[src/sbp_defs.svh]
`ifndef SBP_DEFS_SVH
`define SBP_DEFS_SVH

// register indices; byte address is four times the index
`define SBP_ADDR_W 12
`define SBP_DATA_IDX 12'h060
`define SBP_CTRL_IDX 12'h061
`define SBP_DATA_ADDR (`SBP_DATA_IDX << 2)
`define SBP_CTRL_ADDR (`SBP_CTRL_IDX << 2)

// control register fields
`define SBP_DONE_BIT 7
`define SBP_TBF_BIT 6
`define SBP_MODE_MSB 5
`define SBP_MODE_LSB 4
`define SBP_CLOCK_POLARITY_SEL_BIT 3
`define SBP_CLOCK_PHASE_SEL_BIT 2
`define SBP_RATE_MSB 1
`define SBP_CTRL_RST 8'h00

// mode codes
`define SBP_MODE_DIS 2'b00
`define SBP_MODE_MASTER 2'b01
`define SBP_MODE_SLAVE 2'b10

// axi responses
`define SBP_RESP_OKAY 2'b00
`define SBP_RESP_SLVERR 2'b10

// timing: system clock and the four master bit rates
`define SBP_CLK_HZ 100000000
`define SBP_RATE0_BPS 2000000
`define SBP_RATE1_BPS 1000000
`define SBP_RATE2_BPS 500000
`define SBP_RATE3_BPS 62500
`define SBP_BIT_CYC0 (`SBP_CLK_HZ / `SBP_RATE0_BPS)
`define SBP_BIT_CYC1 (`SBP_CLK_HZ / `SBP_RATE1_BPS)
`define SBP_BIT_CYC2 (`SBP_CLK_HZ / `SBP_RATE2_BPS)
`define SBP_BIT_CYC3 (`SBP_CLK_HZ / `SBP_RATE3_BPS)
`define SBP_DUTY_DIV_FAST 3
`define SBP_DUTY_DIV 2
`define SBP_LAST_BIT 4'd7

`endif

[src/sbp_pkg.sv]
`include "sbp_defs.svh"

package sbp_pkg;

    typedef enum logic [1:0] {SEL_NONE, SEL_DATA, SEL_CTRL} sbp_sel_t;

    typedef struct packed {
        logic awready;
        logic wready;
        logic bvalid;
        logic [1:0] bresp;
        logic aw_got;
        logic [`SBP_ADDR_W-1:0] aw_addr;
        logic w_got;
        logic [7:0] wdata;
        logic wlane;
        logic arready;
        logic rvalid;
        logic [7:0] rdata;
        logic [1:0] rresp;
        logic [1:0] mode;
        logic clock_polarity_sel;
        logic clock_phase_sel;
        logic [1:0] rate;
        logic done;
        logic tx_buffer_full;
        logic [7:0] txbuf;
        logic [7:0] rxbuf;
        logic [7:0] sh;
        logic lat;
        logic busy;
        logic [3:0] bits;
        logic [10:0] cnt;
        logic [3:0] lead_cnt;
        logic sck_o;
        logic sck_oe;
        logic mosi_o;
        logic mosi_oe;
        logic miso_o;
        logic miso_oe;
        logic sck_s1;
        logic sck_s2;
        logic sck_d;
        logic ss_s1;
        logic ss_s2;
        logic ss_d;
        logic mosi_s1;
        logic mosi_s2;
        logic miso_s1;
        logic miso_s2;
    } sbp_state_t;

endpackage

[src/sbp_spi_port.sv]
// Decided for this implementation: the AXI4-Lite slave port.
`include "sbp_defs.svh"

module sbp_spi_port (
    // system
    input wire logic aclk,
    input wire logic aresetn,
    // axi4-lite write address
    input wire logic s_axi_awvalid,
    output logic s_axi_awready,
    input wire logic [`SBP_ADDR_W-1:0] s_axi_awaddr,
    // axi4-lite write data
    input wire logic s_axi_wvalid,
    output logic s_axi_wready,
    input wire logic [31:0] s_axi_wdata,
    input wire logic [3:0] s_axi_wstrb,
    // axi4-lite write response
    output logic s_axi_bvalid,
    input wire logic s_axi_bready,
    output logic [1:0] s_axi_bresp,
    // axi4-lite read address
    input wire logic s_axi_arvalid,
    output logic s_axi_arready,
    input wire logic [`SBP_ADDR_W-1:0] s_axi_araddr,
    // axi4-lite read data
    output logic s_axi_rvalid,
    input wire logic s_axi_rready,
    output logic [31:0] s_axi_rdata,
    output logic [1:0] s_axi_rresp,
    // spi pins
    input wire logic sck_in,
    output logic sck_out,
    output logic sck_oe,
    input wire logic ss_n_in,
    input wire logic mosi_in,
    output logic mosi_out,
    output logic mosi_oe,
    input wire logic miso_in,
    output logic miso_out,
    output logic miso_oe,
    // completion request, follows the done flag
    output logic spi_irq
);
    import sbp_pkg::*;

    sbp_state_t q;
    sbp_state_t s;
    logic do_wr;
    logic wr_data;
    logic wr_ctrl;
    logic lead;
    logic trail;
    logic byte_end;
    logic load;
    logic out_upd;
    logic out_bit;
    logic master;
    logic slave;
    logic ss_act;
    logic sdi;
    logic [10:0] per;
    logic [10:0] hi;
    logic [7:0] sh_n;
    sbp_sel_t wsel;
    sbp_sel_t rsel;

    // address decode shared by both bus directions
    function automatic sbp_sel_t reg_sel(input logic [`SBP_ADDR_W-1:0] a);
        if (a == `SBP_DATA_ADDR) begin
            return SEL_DATA;
        end else if (a == `SBP_CTRL_ADDR) begin
            return SEL_CTRL;
        end
        return SEL_NONE;
    endfunction

    // bit period in system cycles per rate code
    function automatic logic [10:0] per_len(input logic [1:0] r);
        case (r)
            2'd0: return 11'(`SBP_BIT_CYC0);
            2'd1: return 11'(`SBP_BIT_CYC1);
            2'd2: return 11'(`SBP_BIT_CYC2);
            default: return 11'(`SBP_BIT_CYC3);
        endcase
    endfunction

    // active clock time per bit; a third at the fastest rate
    function automatic logic [10:0] hi_len(input logic [1:0] r);
        if (r == 2'd0) begin
            return 11'(per_len(r) / 11'(`SBP_DUTY_DIV_FAST));
        end
        return 11'(per_len(r) / 11'(`SBP_DUTY_DIV));
    endfunction

    // next-state logic for the whole block
    always_comb begin
        s = q;
        do_wr = 1'b0;
        wr_data = 1'b0;
        wr_ctrl = 1'b0;
        lead = 1'b0;
        trail = 1'b0;
        byte_end = 1'b0;
        load = 1'b0;
        out_upd = 1'b0;
        out_bit = 1'b0;
        wsel = SEL_NONE;
        rsel = SEL_NONE;
        sh_n = q.sh;
        master = (q.mode == `SBP_MODE_MASTER);
        slave = (q.mode == `SBP_MODE_SLAVE);
        ss_act = ~q.ss_s2;
        sdi = master ? q.miso_s2 : q.mosi_s2;
        per = per_len(q.rate);
        hi = hi_len(q.rate);

        // two-stage synchronisers; the link clock is just another input
        s.sck_s1 = sck_in;
        s.sck_s2 = q.sck_s1;
        s.sck_d = q.sck_s2;
        s.ss_s1 = ss_n_in;
        s.ss_s2 = q.ss_s1;
        s.ss_d = q.ss_s2;
        s.mosi_s1 = mosi_in;
        s.mosi_s2 = q.mosi_s1;
        s.miso_s1 = miso_in;
        s.miso_s2 = q.miso_s1;

        // write address and data are taken in either order
        if (s_axi_awvalid && q.awready) begin
            s.aw_got = 1'b1;
            s.aw_addr = s_axi_awaddr;
        end
        if (s_axi_wvalid && q.wready) begin
            s.w_got = 1'b1;
            s.wdata = s_axi_wdata[7:0];
            s.wlane = s_axi_wstrb[0];
        end
        if (q.bvalid && s_axi_bready) begin
            s.bvalid = 1'b0;
        end
        if (s.aw_got && s.w_got && !s.bvalid) begin
            do_wr = 1'b1;
            wsel = reg_sel(s.aw_addr);
            s.aw_got = 1'b0;
            s.w_got = 1'b0;
            s.bvalid = 1'b1;
            s.bresp = (wsel == SEL_NONE) ? `SBP_RESP_SLVERR : `SBP_RESP_OKAY;
            wr_data = (wsel == SEL_DATA) && s.wlane;
            wr_ctrl = (wsel == SEL_CTRL) && s.wlane;
        end
        s.awready = ~s.aw_got & ~s.bvalid;
        s.wready = ~s.w_got & ~s.bvalid;

        // control write first so a same-cycle byte end still sets done
        if (wr_ctrl) begin
            s.mode = s.wdata[`SBP_MODE_MSB:`SBP_MODE_LSB];
            s.clock_polarity_sel = s.wdata[`SBP_CLOCK_POLARITY_SEL_BIT];
            s.clock_phase_sel = s.wdata[`SBP_CLOCK_PHASE_SEL_BIT];
            s.rate = s.wdata[`SBP_RATE_MSB:0];
            if (!s.wdata[`SBP_DONE_BIT]) begin
                s.done = 1'b0;
            end
        end

        // master: divider paces the bits, start only from a buffered write
        if (master) begin
            if (q.busy) begin
                if (q.cnt == per - 11'd1) begin
                    s.cnt = 11'd0;
                    trail = 1'b1;
                end else begin
                    s.cnt = q.cnt + 11'd1;
                    lead = (s.cnt == per - hi);
                end
            end else if (q.tx_buffer_full) begin
                load = 1'b1;
            end
        end else if (slave) begin
            // slave path follows the synchronised link clock; select high drops the byte in flight
            if (!ss_act) begin
                s.busy = 1'b0;
                s.bits = 4'd0;
            end else if (q.ss_d) begin
                load = 1'b1;
            end else begin
                lead = (q.sck_s2 != q.sck_d) && (q.sck_s2 != q.clock_polarity_sel);
                trail = (q.sck_s2 != q.sck_d) && (q.sck_s2 == q.clock_polarity_sel);
                if (!q.busy && q.tx_buffer_full && !lead && !trail) begin
                    load = 1'b1;
                end
            end
        end

        // buffered byte enters the shifter
        if (load) begin
            s.sh = q.txbuf;
            s.tx_buffer_full = 1'b0;
            s.bits = 4'd0;
            s.lead_cnt = 4'd0;
            out_upd = 1'b1;
            out_bit = q.txbuf[7];
            if (master) begin
                s.busy = 1'b1;
                s.cnt = 11'd0;
            end
        end

        // leading edge: phase 0 samples, phase 1 drives
        if (lead) begin
            s.busy = 1'b1;
            s.lead_cnt = q.lead_cnt + 4'd1;
            if (!q.clock_phase_sel) begin
                s.lat = sdi;
            end else begin
                out_upd = 1'b1;
                out_bit = q.sh[7];
            end
        end

        // trailing edge: shift one bit, msb first
        if (trail) begin
            sh_n = q.clock_phase_sel ? {q.sh[6:0], sdi} : {q.sh[6:0], q.lat};
            s.sh = sh_n;
            s.bits = q.bits + 4'd1;
            if (!q.clock_phase_sel) begin
                out_upd = 1'b1;
                out_bit = sh_n[7];
            end
            if (q.bits == `SBP_LAST_BIT) begin
                byte_end = 1'b1;
                s.rxbuf = sh_n;
                s.busy = 1'b0;
                s.bits = 4'd0;
                s.done = 1'b1;
            end
        end
        if (out_upd) begin
            if (master) begin
                s.mosi_o = out_bit;
            end else begin
                s.miso_o = out_bit;
            end
        end

        // data write after the load: a fresh byte waits, a waiting one is replaced
        if (wr_data) begin
            s.txbuf = s.wdata;
            s.tx_buffer_full = 1'b1;
        end

        // any mode change drops a byte in flight rather than finish it half-set
        if (s.mode != q.mode) begin
            s.busy = 1'b0;
            s.bits = 4'd0;
            s.cnt = 11'd0;
        end

        // pin drive; clock active only inside the high part of a master bit
        s.sck_o = s.clock_polarity_sel;
        if (s.mode == `SBP_MODE_MASTER && s.busy && s.cnt >= per - hi) begin
            s.sck_o = ~s.clock_polarity_sel;
        end
        s.sck_oe = (s.mode == `SBP_MODE_MASTER);
        s.mosi_oe = (s.mode == `SBP_MODE_MASTER);
        s.miso_oe = (s.mode == `SBP_MODE_SLAVE) && ~q.ss_s2;

        // read channel, one word per address
        if (q.rvalid && s_axi_rready) begin
            s.rvalid = 1'b0;
        end
        if (s_axi_arvalid && q.arready) begin
            rsel = reg_sel(s_axi_araddr);
            s.rvalid = 1'b1;
            s.rresp = `SBP_RESP_OKAY;
            case (rsel)
                SEL_DATA: s.rdata = q.rxbuf;
                SEL_CTRL: s.rdata = {q.done, q.tx_buffer_full, q.mode, q.clock_polarity_sel, q.clock_phase_sel, q.rate};
                default: begin
                    s.rdata = 8'h00;
                    s.rresp = `SBP_RESP_SLVERR;
                end
            endcase
        end
        s.arready = ~s.rvalid;
    end

    // state register; reset leaves the port disabled
    always_ff @(posedge aclk) begin
        if (!aresetn) begin
            q <= '0;
        end else begin
            q <= s;
        end
    end

    // outputs straight from the state register
    assign s_axi_awready = q.awready;
    assign s_axi_wready = q.wready;
    assign s_axi_bvalid = q.bvalid;
    assign s_axi_bresp = q.bresp;
    assign s_axi_arready = q.arready;
    assign s_axi_rvalid = q.rvalid;
    assign s_axi_rdata = {24'h000000, q.rdata};
    assign s_axi_rresp = q.rresp;
    assign sck_out = q.sck_o;
    assign sck_oe = q.sck_oe;
    assign mosi_out = q.mosi_o;
    assign mosi_oe = q.mosi_oe;
    assign miso_out = q.miso_o;
    assign miso_oe = q.miso_oe;
    assign spi_irq = q.done;
endmodule // sbp_spi_port

[config.mk]
export PLATFORM = sky130hd
export DESIGN_NAME = sbp_spi_port
export DESIGN_NICKNAME = d
export VERILOG_FILES = /design/src/sbp_pkg.sv /design/src/sbp_spi_port.sv
export VERILOG_INCLUDE_DIRS = /design/src /design/src/src
export SDC_FILE = /design/constraint.sdc
export NUM_CORES = 1
export LEC_CHECK = 0
export BUFFER_PORTS_ARGS = -buffer_cell sky130_fd_sc_hd__buf_4
export CAP_MARGIN = 25
export CORE_MARGIN = 2
export CORE_UTILIZATION = 25
export CTS_CLUSTER_SIZE = 28
export DETAILED_ROUTE_END_ITERATION = 10
export PLACE_DENSITY = 0.4
export SKIP_LAST_GASP = 1
export SLEW_MARGIN = 20
export SYNTH_ARGS = -nofsm -noshare
export SYNTH_HDL_FRONTEND = slang
export SYNTH_SLANG_ARGS = --single-unit
[constraint.sdc]
create_clock -name aclk -period 5.45 [get_ports aclk]
set_clock_uncertainty 0.2 [all_clocks]
set_input_delay 1.09 -clock aclk [delete_from_list [all_inputs] [get_ports aclk]]
set_output_delay 1.09 -clock aclk [all_outputs]
set_load 0.02 [all_outputs]
======== Word-level counts from Yosys, hierarchy flattened ========
Index checks and enable logic that the tools add are counted.
cells by class
  $add $sub $neg .......................... 4
  multiply operators ...................... 0
  divide/modulo/power cells ............... 1
  magnitude comparators ................... 1
  equal/unequal tests ..................... 22
  shifts and indexed selects .............. 0
  muxes and demuxes ....................... 84
  bitwise logic cells ..................... 11
  reductions and logical operators ........ 34
operator list
  operator               number
  $mux 11                8
  $mux 1                 50
  $eq 12x9->1 const B    4
  $pmux 11 s3            1
  $mux 5                 5
  $eq 11x11->1           2
  $mux 2                 10
  $mux 20                1
  $logic_and 1x1->1      17
  $mux 16                1
  $mux 8                 2
  $pmux 8 s2             1
  $mux 13                1
  $add 11x1->11 const B  1
  $div 11x2->11 const B  1
  $ge 11x11->1           1
  $sub 11x1->11 const B  1
  $sub 11x11->11         1
  $eq 2x1->1 const B     5
  $eq 2x2->1 const B     5
  $mux 10                1
  $mux 9                 1
  $not 1->1              9
  $reduce_and 2->1       4
  15 further kinds       24
word-level totals
  register bits after elaboration ......... 104
  bits in latches ......................... 0
  RAM bits ................................ 0
  ROM bits ................................ 0
  input port bits ......................... 71
  output and inout bits ................... 48
  logic and storage cells ................. 198
  memories kept ........................... 0

======== Longest topological paths before layout ========
Gate-level depths: netlist of run 1.
  depth in word-level cells ............... 18
  mapped depth ............................ 18
  depth with buffers taken out ............ 16

======== Worst setup path after synthesis of run 1 ========
Ideal clock, no wire load.
  path kind ............................... input -> register
  start ................................... input port s_axi_awaddr[0]
  end ..................................... register q, in the netlist sck_out
  setup time .............................. 121 ps
  data arrival time ....................... 4553 ps
  data required time ...................... 5129 ps
  slack ................................... 577 ps
  stages .................................. 15
  path buffers ............................ 1
  cell sequence ........................... or4_1 -> or4_4 -> a2111oi_4 -> a21o_1 -> a22o_1 -> buf_4 -> nor2_1 -> ha_1 -> nor2b_1 -> o21a_1 -> o21ai_0 -> a21oi_1 -> o221a_2 -> nand4_1 -> mux2_2
RTL lines
  item                  RTL line             RTL
  start, declared       sbp_spi_port.sv:11   input wire logic [`SBP_ADDR_W-1:0] s_axi_awaddr,
  end signal, assigned  sbp_spi_port.sv:293  q <= s;
  end, declared         sbp_spi_port.sv:46   sbp_state_t q;

==> results of run 1 <==
-- cells by family (layout without fill, tap and decap cells) --
group	Yosys count	after routing	synth area share
and+or+nand+nor	264	264	0.238
buffers and inverters	87	100	0.0891
adders and majority gates	21	21	0.0483
xor gates and xnor gates	16	16	0.0258
other	1	27	0.000690
muxes	38	38	0.0718
DFF	102	102	0.376
AOI/OAI and AO/OA	129	129	0.151
-- state kept, by name, summed over array words and instances (netlist names) --
name,cells
sck_out,1
s_axi_awready,1
mosi_oe,1
s_axi_rdata,8
mosi_out,1
miso_out,1
spi_irq,1
s_axi_wready,1
q,81
s_axi_arready,1
s_axi_rresp,1
s_axi_bvalid,1
miso_oe,1
s_axi_bresp,1
s_axi_rvalid,1
-- report_power, final --
group | leakage [nW] | switching, W | internal [W]
Clock | 0.153 | 0.000306 | 0.000377
Combinational | 1.58 | 0.0000779 | 0.0000542
Sequential | 0.827 | 0.00000871 | 0.000762
Total | 2.56 | 0.000393 | 0.00119
-- placed cells by master (no fill, tap or decap), types with 8 or more instances in the layout --
cell         n
a211oi_1    11
a21oi_1     64
and2_1      19
and3_1       9
buf_4       72
clkbuf_16    9
conb_1      27
dfxtp_1    102
ha_1        21
inv_1       11
mux2_2       8
mux2i_1     30
nand2_1     62
nand2b_1    14
nand3_1     15
nand4_1     10
nor2_1      89
nor2b_1      8
o21ai_0     19
xnor2_1      8
xor2_1       8
-- worst register-to-register path, cell delays in order, from the launching register on --
cell and delay (ns):
dfxtp_1 0.40, ha_1 0.34, or4_1 0.45, a2111oi_2 0.42
nand3_1 0.39, nand2_1 0.36, a2bb2oi_1 0.28, nor2_1 0.07
ha_1 0.34, a22o_1 0.24, nor4_1 0.17, o21ai_0 0.14
o221a_2 0.29, nand4_1 0.10, mux2_2 0.34
-- metrics by stage --
step / power, W / area, um^2 / hold slack [ns]
after floorplan: 0.000887 / 5530 / 0.212
after global placement: 0.000921 / 5980 / 0.227
after detailed placement: 0.000922 / 5980 / 0.224
after CTS: 0.00161 / 6300 / 0.240
after global routing: 0.00165 / 6300 / 0.257
final: 0.00159 / 6300 / 0.235
-- path summary, 6_finish.rpt --
kind                            from                 end  slack (ns)
setup / recovery     s_axi_awaddr[0]  sck_out$_SDFF_PN0_        0.50
hold / removal       q[6]$_SDFF_PN0_     q[5]$_SDFF_PN0_        0.24
setup reg to reg  q[63]$_SDFFE_PN0N_  sck_out$_SDFF_PN0_        0.82
hold reg to reg      q[6]$_SDFF_PN0_     q[5]$_SDFF_PN0_        0.24
-- routing by layer --
layer  global-route usage  vias to the layer above  wire [um]
met2                0.197                       89       6230
met3               0.0275                       16        642
met1                0.167                     2076       6760
met5                    0                        -          0
met4               0.0500                        0        235
li1                     -                     2274          -
-- Yosys cell counts (3+ instances only) --
master	n	area (um^2)
a211o_1	3	26.3
a211oi_1	11	82.6
a21oi_1	65	325
and2_1	19	119
and3_1	9	56.3
buf_2	6	30.0
buf_4	40	300
clkbuf_1	28	105
dfxtp_1	102	2040
ha_1	21	263
inv_1	11	41.3
mux2_2	8	90.1
mux2i_1	30	300
nand2_1	62	233
nand2b_1	14	87.6
nand3_1	15	75.1
nand3b_1	4	30.0
nand4_1	10	62.6
nor2_1	89	334
nor2b_1	8	50.1
nor3_1	5	25.0
nor3b_1	6	45.0
nor4_1	3	18.8
o21a_1	4	30.0
o21ai_0	19	95.1
o31a_1	4	35.0
or4_1	5	37.5
xnor2_1	8	70.1
xor2_1	8	70.1
-- layout make-up --
class / count / area (um^2)
multi-input cells: 495 / 3010
well taps: 275 / 344
clock inverters: 6 / 77.6
flip-flops and latches: 102 / 2040
fillers: 2268 / 14900
clock buffers: 10 / 239
inverters: 12 / 45.0
repair buffers: 72 / 541
==> results by group, run 1 <==
Power
  • Leak pwr: 2.56 nW
  • Worst VDD drop: 131 uV
  • PD cells: ~250 nW/um^2

STA
  • Rel. slew slack: 0.400
  • Minimum clock period after layout: roughly 5.0 ns
  • Final setup vio count: 0
  • RSZ-0062 raised after global routing: no
  • Hold Violations, Final: 0
  • Fmax: approximately 0.20 GHz
  • Setup total negative slack: 0 ns
  • Fin crit share: 0.909
  • Max Transition Viols Final: 0
  • Final WS setup: 0.498 ns
  • Worst-Margin Slew: 0.899 ns

Setup path
  • Critical path type: in -> reg
  • Most frequent CP cell: a22o_1
  • Crit path max-delay family: compound AO/OA/AOI/OAI gates
  • CP Max Fanout: 6
  • Critical Path Stages: 14
  • CP Buf/Inv Count: 1
  • Crit path cell chain: buf_4 -> or4_1 -> or4_4 -> a2111oi_4 -> a21o_1 -> a22o_1 -> nor2_1 -> ha_1 -> a22o_1 -> nor4_1 -> o21ai_0 -> o221a_2 -> nand4_1 -> mux2_2
  • CP max-delay cell: or4_4
  • Startpoint Class: input pin
  • CP Data Arrival Time: 4.99 ns
  • CP peak stage delay: 0.57 ns
  • CP endpoint kind: register
  • R2R cell count: 14
  • Worst Path Required: 5.49 ns

Clock tree
  • H-tree Lvls: 3
  • Postcts setup bufs: 0
  • Register clock-pin slew on the reported worst setup and hold paths: 0.06 ns
  • CTS tree: yes
  • CTS sink cnt: 102
  • Worst-Skew Late Latency: 0.36 ns
  • Root cell of the clock tree: clkbuf_16
  • Hold Buf Count CTS: 0
  • Post-CTS sizing: 0
  • CTS Buf Count: 9
  • Clock Path Buffers: 2

Die
  • Num rows: 53
  • Total core area: 21200 um^2
  • Die H: 151 um
  • DIE AREA: ~23000 um^2
  • Initial Util: 0.257
  • Die X: 151 um
  • I/O Pins: 119

Route
  • Avg WL per Cell: roughly 14 um
  • Remaining antenna violation count: 0
  • Pre-antenna DRT Iters: 4
  • WL final: 13.9 mm
  • DR iter-0 viols: between 300 and 400
  • Via count: 4455
  • Drt drc: 0
  • Via-to-Cell Ratio: 4.58

Cells and area
  • Share of cells above drive strength 1: 0.149
  • Layout area overhead: 15.9%
  • Final Non-Filler Cells: 972
  • Utilization after layout: 0.298
  • Ant. Diodes: 0
  • Nets: 784

Placement
  • Dpl cells: 956
  • Dpl ws: 0.0998 ns
  • GP Congestion: 0.866
  • Post-DP HPWL: between 10 and 15 mm
  • Port Buffer Count: 65

Yosys
  • Top FF cell, synth: dfxtp_1
  • Mapped Cells: 658
  • Ys async rst share: 0
  • Post-synthesis sequential area ratio: 0.376
  • Mean Syn Cell Area: a little over 8 um^2
  • YS warnings: 0
  • Synth Cell Area: 5440 um^2
  • Post-synth EDFFs: 0
  • Yosys cell types: 61
  • Synth Register Bits: 102

Hold path
  • Hold path depth: 1
  • Worst min path class: reg -> reg

Job
  • Maxcap violations: 0

GRT
  • First-pass GRT wire length: 22.6 mm
  • Largest net degree at the start of global routing: 62
  • Antenna violations before repair: 0
  • Number of global-route vias before repair: around 4400
  • Total gr overflow: 0
  • GRT Resource Usage Total: 0.126

Status
  • Outcome: finished, final reports clean
Note: power is estimated with default switching activity, not from simulation.
==> run 2: changes to the inputs <==
- PLACE_DENSITY: 0.4 -> 0.47
==> results by group, run 2 (synthesized netlist as in run 1, its figures left out) <==
GRT
  • GRT Resource Usage Total: 0.124
  • Antenna violations before repair: 0
  • Number of global-route vias before repair: 4114
  • Largest net degree at the start of global routing: 57
  • First-pass GRT wire length: around 22 mm
  • Total gr overflow: 0

STA
  • Final WS setup: 0.523 ns
  • Minimum hold slack: 0.235 ns
  • Rel. slew slack: 0.570
  • Setup total negative slack: 0 ns
  • Minimum clock period after layout: 4.93 ns
  • Hold Violations, Final: 0
  • RSZ-0062 raised after global routing: no
  • Worst-Margin Slew: 0.643 ns
  • Final setup vio count: 0
  • Fmax: 0.203 GHz
  • Max Transition Viols Final: 0
  • Fin crit share: 0.904

Cells and area
  • Flip-flop count of the largest register after layout: between 80 and 90
  • Multi-input logic area: 3010 um^2
  • Sequential Area: 2040 um^2
  • Final Non-Filler Cells: 973
  • Ant. Diodes: 0
  • Share of cells above drive strength 1: 0.149
  • Top register by number of flip-flops: q
  • Nets: 785
  • Layout area overhead: 15.4%
  • Commonest cells after routing, fill and taps aside: dfxtp_1 (102), nor2_1 (89), buf_4 (73)
  • Most common cell after layout, fill and taps aside: dfxtp_1
  • Layout fillers: ~2300

Power
  • Power Total: between 0.0015 and 0.002 W
  • Reg power frac: 0.504
  • Switch Pwr: 0.000395 W
  • Worst VDD drop: 129 uV
  • Combinational Power Share: 0.087
  • Leak pwr: ~2.6 nW
  • PD cells: 244 nW/um^2
  • Int Power: approximately 0.0011 W
  • Sw Share: 0.258
  • Clk pwr share: 0.409

Route
  • Remaining antenna violation count: 0
  • Drt drc: 0
  • Avg WL per Cell: 14.2 um
  • WL final: 13.8 mm
  • Via-to-Cell Ratio: 4.54
  • DR iter-0 viols: 292
  • Via count: 4419
  • Pre-antenna DRT Iters: 5

Placement
  • Post-DP HPWL: 10.3 mm
  • Port Buffer Count: 65
  • Dpl cells: between 900 and 1000
  • GP Congestion: 0.793
  • Dpl ws: around 0.2 ns

Die
  • Initial Util: 0.257
  • I/O Pins: 119
  • Total core area: 21200 um^2
  • DIE AREA: about 23000 um^2
  • Num rows: 53
  • Die X: around 150 um
  • Die H: 151 um

Clock tree
  • H-tree Lvls: 3
  • Clock Path Buffers: 2
  • CTS sink cnt: 102
  • CTS tree: yes
  • CTS Buf Count: 9
  • Post-CTS sizing: 0
  • Postcts setup bufs: 0
  • Worst-Skew Late Latency: 0.36 ns
  • Root cell of the clock tree: clkbuf_16
  • Hold Buf Count CTS: 0
  • Register clock-pin slew on the reported worst setup and hold paths: 0.07 ns

Setup path
  • CP Data Arrival Time: 4.97 ns
  • Critical path type: in -> reg
  • Crit path max-delay family: compound AO/OA/AOI/OAI gates
  • CP Buf/Inv Count: 1
  • CP peak stage delay: around 0.56 ns
  • Startpoint Class: input pin
  • CP max-delay cell: or4_4
  • Crit path cell chain: buf_4 -> or4_1 -> or4_4 -> a2111oi_4 -> a21o_1 -> a22o_1 -> nor2_1 -> ha_1 -> a22o_1 -> nor4_1 -> o21ai_0 -> o221a_2 -> nand4_1 -> mux2_2
  • Most frequent CP cell: a22o_1
  • CP Max Fanout: 6
  • CP endpoint kind: register
  • Worst Path Required: roughly 5.5 ns

Status
  • Outcome: finished, final reports clean

Job
  • Maxcap violations: 0

Hold path
  • Worst min path class: reg -> reg
==> run 2: changes by cell type in the layout (fill, tap and decap cells not counted) <==
cell and change:
inv_6 +3, clkinv_4 -2, inv_8 -2, a21oi_1 +1
a21oi_2 -1, buf_4 +1, bufinv_16 -1, clkbuf_1 +1
clkbuf_8 -1, clkinv_1 -1, clkinv_2 +1, clkinv_8 +1
inv_2 +1
==> run 2: power by group through the flow <==
stage	clock (W)	sequential [W]	combinational, W
after floorplan	0	0.000790	0.0000966
after global placement	0	0.000789	0.000135
after detailed placement	0	0.000789	0.000135
after CTS	0.000653	0.000771	0.000136
after global routing	0.000681	0.000773	0.000149
final	0.000626	0.000771	0.000133
==> run 2: layout make-up <==
| cell class | count | share of cell area |
|---|---|---|
| multi-input combinational | 495 | 0.480 |
| sequential | 102 | 0.326 |
| timing repair buffer | 73 | 0.0874 |
| tap | 275 | 0.0549 |
| clock buffer | 10 | 0.0365 |
| clock inverter | 6 | 0.00878 |
| inverter | 12 | 0.00718 |
==> run 2: path summary, 6_finish.rpt <==
kind                            depth (start not counted)                 end  slack [ns]               start
worst min-delay path                                    1     q[5]$_SDFF_PN0_        0.23     q[6]$_SDFF_PN0_
worst min register to register                          1     q[5]$_SDFF_PN0_        0.23     q[6]$_SDFF_PN0_
worst max-delay path                                   14  sck_out$_SDFF_PN0_        0.52     s_axi_awaddr[0]
worst max register to register                         14  sck_out$_SDFF_PN0_        0.84  q[63]$_SDFFE_PN0N_
==> run 2: stage by stage <==
step                utilization  instance area (um^2)
floorplan                     -                  5530
global placement          0.283                  5990
detailed placement        0.283                  5990
CTS                       0.296                  6270
global route              0.296                  6270
finish                    0.296                  6270
==> run 2: per-layer routing <==
metal | part of all wire | vias to the layer above | track usage
met3 | 0.048 | 10 | 0.0287
met1 | 0.49 | 2024 | 0.175
met4 | 0.011 | 0 | 0.0327
met2 | 0.45 | 106 | 0.191
met5 | 0 | - | 0
li1 | - | 2279 | -
